**src/shared/pit_params.svh**
```systemverilog
// Register map, field positions, decode ranges and timing constants of the idle timer block
`ifndef PIT_PARAMS_SVH
`define PIT_PARAMS_SVH

// Register indices; byte address is four times the index
`define PIT_IDX_GLOBAL     8'h80
`define PIT_IDX_TMR_EN     8'h81
`define PIT_IDX_TRAP_EN    8'h82
`define PIT_IDX_TMR_STS    8'h85
`define PIT_IDX_TRAP_STS   8'h86
`define PIT_IDX_MISC       8'h93
`define PIT_IDX_PS_CNT     8'h9C
`define PIT_IDX_KBD_CNT    8'h9E
`define PIT_IDX_SUMMARY    8'hC8
`define PIT_IDX_SUSP_CMD   8'hAE

// Reset values
`define PIT_RST_BYTE       8'h00
`define PIT_RST_COUNT      16'h0000

// Global enable fields
`define PIT_GLB_PM         0
`define PIT_GLB_IDLE       1
`define PIT_GLB_TRAP       2

// Per-device bits in enables and status registers
`define PIT_DEV_PS         2
`define PIT_DEV_KBD        3

// Mouse placement field
`define PIT_MISC_SEL       0
`define PIT_MISC_ON_SER    1

// Decode ranges, 16-bit I/O addresses
`define PIT_KBD_DATA       16'h0060
`define PIT_KBD_CMD        16'h0064
`define PIT_SER1_BASE      16'h03F8
`define PIT_SER2_BASE      16'h02F8
`define PIT_PAR1_BASE      16'h0378
`define PIT_PAR2_BASE      16'h0278
`define PIT_RANGE_MASK     16'hFFF8

// Timebase
`define PIT_TICK_PERIOD_NS 1000000000
`define PIT_CLK_PERIOD_NS  4
`define PIT_TICK_CYCLES    (`PIT_TICK_PERIOD_NS / `PIT_CLK_PERIOD_NS)

`endif

```
**src/shared/pit_pkg.sv**
```systemverilog
// Types of the peripheral idle timer and trap block
package pit_pkg;

  typedef logic [15:0] pit_count_t;

  typedef struct packed {
    logic [7:0]            glb;
    logic [7:0]            tmr_en;
    logic [7:0]            trap_en;
    logic [7:0]            misc;
    pit_count_t            kbd_cnt;
    pit_count_t            ps_cnt;
    logic [7:0]            tmr_sts;
    logic [7:0]            trap_sts;
    logic [1:0][15:0]      tmr_val;
    logic [1:0]            first;
    logic [1:0]            en_q;
    logic [27:0]           pres;
    logic                  tick;
    logic                  a_sel;
    logic                  a_wr;
    logic [7:0]            a_idx;
    logic [31:0]           hrdata;
    logic                  hready;
    logic                  smi;
    logic                  susp;
  } pit_state_t;

endpackage

```
**src/design/pit_idle_timers.sv**
```systemverilog
// Peripheral idle timers and I/O traps with an AHB-Lite register slave
//
// Function
// I/O cycles compare 16 address bits; memory cycles are never decoded.
// Each idle timer is a 16-bit down counter ticking once per second.
// Enabling loads the timer; first following tick never signals expiry.
// Loaded with 1: reaches 0 silently, then wraps to 65535.
// Loaded with 2: steps 1, then 0 with expiry.
// Access to a running timer's range reloads its starting value.
// Expiry raises SMI only with global power management set.
// Setting a per-device enable bit reloads the timer.
// Global idle enable gates timers; clearing freezes, setting resumes without reload.
// Global trap enable gates both device I/O traps.
// Global idle enable needed for the software CPU suspend command.
// Power management off ignores suspend command and suppresses SMI triggers.
// Keyboard/mouse timer enabled by bit 3, reloaded by ports 060h/064h.
// Keyboard/mouse decode adds first or second serial port by placement field.
// Keyboard/mouse trap raises SMI, status in trap status bit 3.
// Mouse serial port leaves parallel/serial monitoring, joins keyboard decode.
// Mouse select 0 picks first serial port, 1 the second.
// Keyboard/mouse expiry recorded in timer status bit 3, summary bit 0.
// Parallel/serial timer enabled by bit 2, reloaded by port accesses.
// Parallel/serial trap enabled by bit 2, status in trap status bit 2.
// Parallel/serial count is 16-bit seconds; mouse serial port excluded.
// One shared single-cycle one-second tick drives all timers.
// Software swaps timer and trap around peripheral power down and up.
`timescale 1ns/1ps
`include "pit_params.svh"

module pit_idle_timers
  import pit_pkg::*;
#(
  parameter int unsigned TICK_CYCLES = `PIT_TICK_CYCLES
) (
  input  wire logic        sys_clk,
  input  wire logic        rst,
  input  wire logic        hsel,
  input  wire logic [31:0] haddr,
  input  wire logic [1:0]  htrans,
  input  wire logic        hwrite,
  input  wire logic [2:0]  hsize,
  input  wire logic [31:0] hwdata,
  input  wire logic        hready,
  output logic             hreadyout,
  output logic [31:0]      hrdata,
  output logic             hresp,
  input  wire logic        bus_cyc,
  input  wire logic        bus_is_io,
  input  wire logic [31:0] bus_addr,
  output logic             smi,
  output logic             cpu_suspend_handshake
);

  localparam logic [27:0] TICK_LAST = 28'(TICK_CYCLES - 1);

  pit_state_t s_r;
  pit_state_t s_nxt;

  logic       io_cyc;
  logic       kbd_port;
  logic       ser1_hit;
  logic       ser2_hit;
  logic       par_hit;
  logic       mouse_ser1;
  logic       mouse_ser2;
  logic [1:0] dev_hit;
  logic [1:0] dev_bit_en;
  logic [1:0][15:0] dev_start;
  logic       a_take;
  logic [31:0] rd_word;
  logic       sts_any;

  // I/O decode uses only 16 address bits, and only on I/O cycles
  assign io_cyc     = bus_cyc & bus_is_io;
  // keyboard controller ports
  assign kbd_port   = (bus_addr[15:0] == `PIT_KBD_DATA) | (bus_addr[15:0] == `PIT_KBD_CMD);
  assign ser1_hit   = (bus_addr[15:0] & `PIT_RANGE_MASK) == `PIT_SER1_BASE;
  assign ser2_hit   = (bus_addr[15:0] & `PIT_RANGE_MASK) == `PIT_SER2_BASE;
  assign par_hit    = ((bus_addr[15:0] & `PIT_RANGE_MASK) == `PIT_PAR1_BASE)
                    | ((bus_addr[15:0] & `PIT_RANGE_MASK) == `PIT_PAR2_BASE);
  // select bit chooses the serial port carrying the mouse
  assign mouse_ser1 = s_r.misc[`PIT_MISC_ON_SER] & ~s_r.misc[`PIT_MISC_SEL];
  assign mouse_ser2 = s_r.misc[`PIT_MISC_ON_SER] &  s_r.misc[`PIT_MISC_SEL];
  // keyboard decode adds the mouse serial port
  assign dev_hit[1] = io_cyc & (kbd_port | (ser1_hit & mouse_ser1) | (ser2_hit & mouse_ser2));
  // parallel/serial decode drops the mouse serial port
  assign dev_hit[0] = io_cyc & (par_hit | (ser1_hit & ~mouse_ser1) | (ser2_hit & ~mouse_ser2));
  assign dev_bit_en = {s_r.tmr_en[`PIT_DEV_KBD], s_r.tmr_en[`PIT_DEV_PS]};
  assign dev_start  = {s_r.kbd_cnt, s_r.ps_cnt};
  assign sts_any    = (|s_r.tmr_sts) | (|s_r.trap_sts);

  assign a_take = hsel & htrans[1] & hready;

  always_comb begin
    rd_word = 32'h0000_0000;
    if (haddr[31:10] == 22'h0) begin
      case (haddr[9:2])
        `PIT_IDX_GLOBAL:   rd_word = {24'h000000, s_r.glb};
        `PIT_IDX_TMR_EN:   rd_word = {24'h000000, s_r.tmr_en};
        `PIT_IDX_TRAP_EN:  rd_word = {24'h000000, s_r.trap_en};
        `PIT_IDX_TMR_STS:  rd_word = {24'h000000, s_r.tmr_sts};
        `PIT_IDX_TRAP_STS: rd_word = {24'h000000, s_r.trap_sts};
        `PIT_IDX_MISC:     rd_word = {24'h000000, s_r.misc};
        `PIT_IDX_PS_CNT:   rd_word = {16'h0000, s_r.ps_cnt};
        `PIT_IDX_KBD_CNT:  rd_word = {16'h0000, s_r.kbd_cnt};
        `PIT_IDX_SUMMARY:  rd_word = {31'h00000000, sts_any};
        default:           rd_word = 32'h0000_0000;
      endcase
    end
  end

  always_comb begin
    logic       wr;
    logic [1:0] run;
    logic [1:0] load;
    logic [7:0] tmr_set;
    logic [7:0] trap_set;
    logic [15:0] dec;
    wr       = 1'b0;
    run      = 2'b00;
    load     = 2'b00;
    tmr_set  = 8'h00;
    trap_set = 8'h00;
    dec      = 16'h0000;
    s_nxt    = s_r;

    // one shared one-second tick for all timers
    s_nxt.tick = 1'b0;
    if (s_r.pres == TICK_LAST) begin
      s_nxt.pres = 28'h0000000;
      s_nxt.tick = 1'b1;
    end else begin
      s_nxt.pres = s_r.pres + 28'h0000001;
    end

    // Zero-wait slave: read data is registered from the address phase
    s_nxt.hready = 1'b1;
    s_nxt.a_sel  = a_take;
    s_nxt.a_wr   = hwrite;
    s_nxt.a_idx  = (haddr[31:10] == 22'h0) ? haddr[9:2] : 8'h00;
    if (a_take & ~hwrite) begin
      s_nxt.hrdata = rd_word;
    end
    wr = s_r.a_sel & s_r.a_wr;

    if (wr) begin
      case (s_r.a_idx)
        `PIT_IDX_GLOBAL:  s_nxt.glb     = hwdata[7:0];
        `PIT_IDX_TMR_EN:  s_nxt.tmr_en  = hwdata[7:0];
        `PIT_IDX_TRAP_EN: s_nxt.trap_en = hwdata[7:0];
        `PIT_IDX_MISC:    s_nxt.misc    = hwdata[7:0];
        `PIT_IDX_PS_CNT:  s_nxt.ps_cnt  = hwdata[15:0];
        `PIT_IDX_KBD_CNT: s_nxt.kbd_cnt = hwdata[15:0];
        // Status clears by writing ones
        `PIT_IDX_TMR_STS: s_nxt.tmr_sts  = s_r.tmr_sts & ~hwdata[7:0];
        `PIT_IDX_TRAP_STS: s_nxt.trap_sts = s_r.trap_sts & ~hwdata[7:0];
        default: ;
      endcase
    end

    for (int i = 0; i < 2; i++) begin
      // global idle enable gates every timer
      run[i]  = s_r.glb[`PIT_GLB_IDLE] & dev_bit_en[i];
      // enable edge reloads; R06 range hit on running timer reloads
      load[i] = (dev_bit_en[i] & ~s_r.en_q[i]) | (run[i] & dev_hit[i]);
      dec     = s_r.tmr_val[i] - 16'h0001;
      if (load[i]) begin
        // load, first tick cannot expire
        s_nxt.tmr_val[i] = dev_start[i];
        s_nxt.first[i]   = 1'b1;
      end else if (run[i] & s_r.tick) begin
        // decrement with wrap past zero
        s_nxt.tmr_val[i] = dec;
        s_nxt.first[i]   = 1'b0;
        // expiry reported only with power management on
        if ((dec == 16'h0000) & ~s_r.first[i] & s_r.glb[`PIT_GLB_PM]) begin
          tmr_set[`PIT_DEV_PS + i] = 1'b1;
        end
      end
    end
    s_nxt.en_q = dev_bit_en;

    // traps need global trap and power management
    if (s_r.glb[`PIT_GLB_TRAP] & s_r.glb[`PIT_GLB_PM]) begin
      trap_set[`PIT_DEV_KBD] = dev_hit[1] & s_r.trap_en[`PIT_DEV_KBD];
      trap_set[`PIT_DEV_PS]  = dev_hit[0] & s_r.trap_en[`PIT_DEV_PS];
    end
    // hardware set wins over a same-cycle clear
    s_nxt.tmr_sts  = s_nxt.tmr_sts | tmr_set;
    s_nxt.trap_sts = s_nxt.trap_sts | trap_set;

    // SMI is suppressed while power management is off
    s_nxt.smi = s_r.glb[`PIT_GLB_PM] & sts_any;

    // suspend command needs both enables and no pending status
    s_nxt.susp = wr & (s_r.a_idx == `PIT_IDX_SUSP_CMD) & s_r.glb[`PIT_GLB_PM]
               & s_r.glb[`PIT_GLB_IDLE] & ~sts_any;
  end

  always_ff @(posedge sys_clk or posedge rst) begin
    if (rst) begin
      s_r <= '0;
    end else begin
      s_r <= s_nxt;
    end
  end

  assign hreadyout             = s_r.hready;
  assign hrdata                = s_r.hrdata;
  assign hresp                 = 1'b0;
  assign smi                   = s_r.smi;
  assign cpu_suspend_handshake = s_r.susp;
endmodule // pit_idle_timers

```
**config.mk**
```make
export PLATFORM = sky130hd
export DESIGN_NAME = pit_idle_timers
export DESIGN_NICKNAME = d
export VERILOG_FILES = /design/src/shared/pit_pkg.sv /design/src/design/pit_idle_timers.sv
export VERILOG_INCLUDE_DIRS = /design/src /design/src/shared
export SDC_FILE = /design/constraint.sdc
export NUM_CORES = 1
export LEC_CHECK = 0
export ABC_AREA = 1
export BUFFER_PORTS_ARGS = -buffer_cell sky130_fd_sc_hd__buf_2
export CORE_MARGIN = 2
export CORE_UTILIZATION = 40
export DETAILED_ROUTE_END_ITERATION = 8
export GPL_ROUTABILITY_DRIVEN = 0
export SLEW_MARGIN = 20
export SYNTH_ARGS = -nofsm -noshare
export SYNTH_HDL_FRONTEND = slang
export SYNTH_SLANG_ARGS = --single-unit
```
**constraint.sdc**
```tcl
create_clock -name sys_clk -period 8.4 [get_ports sys_clk]
set_clock_uncertainty 0.2 [all_clocks]
set_input_delay 1.26 -clock sys_clk [delete_from_list [all_inputs] [get_ports sys_clk]]
set_output_delay 1.26 -clock sys_clk [all_outputs]
set_load 0.02 [all_outputs]
```
* Word level (Yosys, flattened, before mapping)
Cells that the tools add are included.
Widths: inputs -> output; s select.
** Word-level totals
- Register bits after elaboration :: 190
- Bits of input ports :: 108
** Operators by class
- Multiplexer cells :: 23
- Equal/unequal tests :: 25
- Reductions and logical operators :: 13
- Bitwise operators :: 56
- Add/subtract/negate cells :: 3
** Operators with widths (number)
- $eq 8x8->1 const B :: 18
- $pmux 16 s9 :: 1
- $mux 16 :: 5
- $eq 13x7->1 const B :: 4
- $and 1x1->1 :: 33
- $eq 16x7->1 const B :: 2
- $logic_not 16->1 :: 2
- $mux 32 :: 1
- $sub 16x1->16 const B :: 2
- $add 28x1->28 const B :: 1
- $eq 28x28->1 const B :: 1
- $mux 28 :: 1
- $mux 8 :: 3
- $logic_not 22->1 :: 1
- $and 8x8->8 :: 2
- $or 8x4->8 :: 2
- $reduce_or 8->1 :: 2
- $reduce_and 2->1 :: 6
- $mux 1 :: 11
- $not 1->1 :: 9
- $or 1x1->1 :: 9
- $not 8->8 :: 1
- $reduce_bool 2->1 :: 2
- $mux 2 :: 1

* Depth between registers and ports, before layout
- Depth in word-level cells :: 11
- Mapped depth :: 13

* Worst setup path before layout
Ideal clock, no wire load.
- Kind :: input-to-reg
- From :: input bus_addr[9]
- To :: register s_r[81] in the netlist's numbering
- Path slack :: 5789 ps
- Cell stages on the path :: 10
- Data arrival time :: 2286 ps
- Library setup time :: 125 ps
- Required time :: 8075 ps
- Cells stage by stage :: inv_1 > nor2_2 > nand2_1 > o211ai_1 > nand3_1 > nand2_2 > nand2_2 > buf_2 > nand3_1 > nand3_1
** On the way
- Longest elaborated chain between the ends :: 8
** RTL lines
- from (decl) :: RTL line pit_idle_timers.sv:49 : input wire logic [31:0] bus_addr,
- $eq 13x7->1 (no source line)
- $or 1x1->1 / $and 1x1->1 (equally long branches) :: RTL line pit_idle_timers.sv:79, pit_idle_timers.sv:87
- $or 1x1->1 :: RTL line pit_idle_timers.sv:87 : assign dev_hit[0] = io_cyc & (par_hit | (ser1_hit & ~mouse_ser1) | (ser2_hit & ~mouse_ser2));
- $or 1x1->1 * :: RTL line pit_idle_timers.sv:87
- $and 1x1->1 * :: RTL line pit_idle_timers.sv:87
- $and 1x1->1 * :: RTL line pit_idle_timers.sv:165 : load[i] = (dev_bit_en[i] & ~s_r.en_q[i]) | (run[i] & dev_hit[i]);
- $or 1x1->1 * :: RTL line pit_idle_timers.sv:165
- $mux 16 / $reduce_bool 2->1 (equally long branches)
- to (signal assigned) :: RTL line pit_idle_timers.sv:204 : s_r <= s_nxt;
- to (decl) :: RTL line pit_idle_timers.sv:56 : pit_state_t s_r;
Mark *: on every way between the ends. The rest lies on a longest branch, timed or not.
A chain may end at the register's enable or synchronous reset.

* Final worst setup path
- From :: input haddr[8]
- To :: register s_r (netlist bit hrdata[0])
** On the way
- Longest elaborated chain between the ends :: 3
** RTL lines
- from (decl) :: RTL line pit_idle_timers.sv:38 : input wire logic [31:0] haddr,
- $eq 8x8->1 :: RTL line pit_idle_timers.sv:97 : case (haddr[9:2])
- $pmux 16 s9 * :: RTL line pit_idle_timers.sv:97
- $mux 32 * :: RTL line pit_idle_timers.sv:96 : if (haddr[31:10] == 22'h0) begin
Marks and branches as above.

==> out/metrics.csv <==
metric,value,unit
post-place-ws,4.53,ns
ys_types,38,
die-area,25500,µm²
rr_worst_depth,11,
clockBufferDepth,2,
synth_edf_count,0,
grt_setup_unrepaired,false,
cts.sinks,174,
ys_seq_area_share,44.9,%
max_cap_viol_count,0,
cts_tree,built,
status,finished clean,
drive_gt1_share,12.6,%
async_flop_share,100,%
die_w,160,µm
relSlewSlack,35.1,%
antenna_found_initial,0,
powerDensity,158,nW/µm²
numPortBuffers,87,
syn_inst,1307,
whs_endpoint,hrdata[10],
wl_per_cell,14.7,µm
clkLatencyLatePin,0.43,ns
worstSetupEndpointType,register,
cp.required,8.57,ns
hp-start,hrdata[10],
die_h,160,µm
hold_depth,2,
detail_route.iter0.violations,663,
wl,25.0,mm
p_leak,5.59,nW
syn_area,9690,µm²
tns,0,ns
setup_slack,4.98,ns
grt_pass1_wl,41.7,mm
nets,1481,
period_needed,3.42,ns
cts.repair.resized,0,
min_path_type,register to register,
start_util,41.0,%
max_slew.worst_pin.slew,0.970,ns
grt_pass1_vias,8284,
crit_arrival,3.59,ns
num_rows,56,
ys_ff_latch,174,
start_kind,primary input,
hold_viol,0,
placed_area,10200,µm²
clk_pin_slew,0.07,ns
worstSetupPathType,primary input to register,
yosysWarnings,0,
drc,0,
clock.fmax,293,MHz
cts_buffers,17,
cts_setup_buffers,0,
htree_levels,4,
overflow,0,
reg2reg_setup_slack,5.88,ns
dp_hpwl,18.1,mm
pin_count,144,
grt_max_degree,101,
diodes,0,
rr_endpoint,s_r[121],
power,1.70,mW
ant_nets,0,
track_usage,20.2,%
area_growth,11.6,%
vias,8459,
viasPerCell,4.98,
setup_viol,0,
ir_drop,0.108,mV
final_area,10800,µm²
core,23600,µm²
first_pass_iters,5,
reg2reg_from,s_r[159],
yosys_most_used_dff,dfrtp_1,
drv_slew,0,
path_max_fanout,15,
final.period_utilization,40.7,%
synth.avg_cell_area,7.42,µm²
holdBufCountCts,0,
clock-root-buffer,clkbuf_16,
-- where the power goes --
part,total (mW),leakage (nW),switching [mW],internal [mW]
clock,0.795,0.285,0.347,0.449
sequential,0.840,1.82,0.000930,0.839
combinational,0.0691,3.48,0.0512,0.0179
total,1.70,5.59,0.399,1.31
-- placed cells by master, fill, tap and decap left out, drive strengths merged, types with 5 or more instances in the layout --
| cell type | count |
|---|---|
| clkinv | 8 |
| clkbuf | 20 |
| nor2 | 148 |
| o21ai | 91 |
| xnor2 | 9 |
| nand2 | 347 |
| nand3 | 149 |
| o22ai | 5 |
| nand3b | 13 |
| nand4 | 38 |
| dfrtp | 174 |
| inv | 158 |
| ha | 5 |
| xor2 | 21 |
| buf | 93 |
| nor3 | 29 |
| nor4 | 7 |
| conb | 18 |
| a21oi | 34 |
-- registers in the layout, indices dropped and copies added, names as in the netlist --
signal	flops
s_r	121
dev_start	32
hrdata	16
dev_bit_en	2
cpu_suspend_handshake	1
hreadyout	1
smi	1
-- kinds of logic after synthesis --
group | share of synthesized area [%]
AO/OA/AOI/OAI | 7.26
XOR/XNOR | 2.71
adder cells (fa/ha/maj) | 0.645
buffers and inverters | 10.2
flip-flops | 44.9
other | 0.0775
AND/OR/NAND/NOR | 34.2
-- routing by layer --
metal | GRT usage (%) | wire length, µm | vias to the layer above
met3 | 3.64 | 1090 | 29
met1 | 28.0 | 11900 | 3962
met5 | 0 | 0 | -
met2 | 32.8 | 11700 | 180
met4 | 5.45 | 384 | 0
li1 | - | - | 4288
-- cells in the mapped netlist (3+ instances only) --
cell type  count  area [µm²]
inv_2         15        56.3
a21oi_1       34         170
buf_2         12        60.1
nand3_1      149         746
o211ai_1       3        22.5
nand2_1      335        1260
nor2_4         5        56.3
xnor2_1        9        78.8
o21ai_0       29         145
o22ai_1        5        31.3
inv_1        139         522
nor4_1         7        43.8
xor2_1        21         184
o21ai_1       62         310
buf_4         33         248
nand4_1       36         225
nand2_2       12        75.1
nor3_1        24         120
ha_1           5        62.6
nor2_2         8        50.1
nor3_4         3        48.8
nor2_1       135         507
clkbuf_1      20        75.1
nand3b_1      13        97.6
dfrtp_1      174        4350
-- worst max-delay path, stage by stage --
cell and delay [ns]:
buf_2 0.12, inv_2 0.06, nand2_2 0.09, nor3_4 0.54, nand2_2 0.15, nor2_1 0.77, nand2_1 0.12, nand2_1 0.20
nand3b_1 0.15, nand2_1 0.06, nand2_1 0.06
-- metrics by stage --
| step | instances | utilization, % | hold WS [ns] |
|---|---|---|---|
| detailed placement | 1668 | 43.4 | 0.260 |
| floorplan | 1323 | - | 0.149 |
| CTS | 1700 | 45.8 | 0.277 |
| global route | 1700 | 45.8 | 0.294 |
| finish | 1700 | 45.8 | 0.271 |
| global placement | 1668 | 43.4 | 0.259 |
-- worst max path at each step --
stage	start	to	slack, ns	cells past startpoint
after detailed placement	haddr[8]	hrdata[0]	4.53	11
after CTS	haddr[8]	hrdata[0]	4.99	11
after floorplan	rst	cpu_suspend_handshake	2.22	1
final	haddr[8]	hrdata[0]	4.98	11
after global placement	haddr[8]	hrdata[0]	4.58	11
after global routing	haddr[8]	hrdata[0]	4.76	11
-- area by class of cell --
cell class | count | area (µm²)
inverters | 157 | 597
clock buffers | 20 | 447
multi-input cells | 925 | 4410
repair buffers | 93 | 480
fillers | 2426 | 12800
clock inverters | 12 | 135
flip-flops and latches | 174 | 4350
well taps | 319 | 399
No activity file was read; power rests on OpenSTA's default activity.
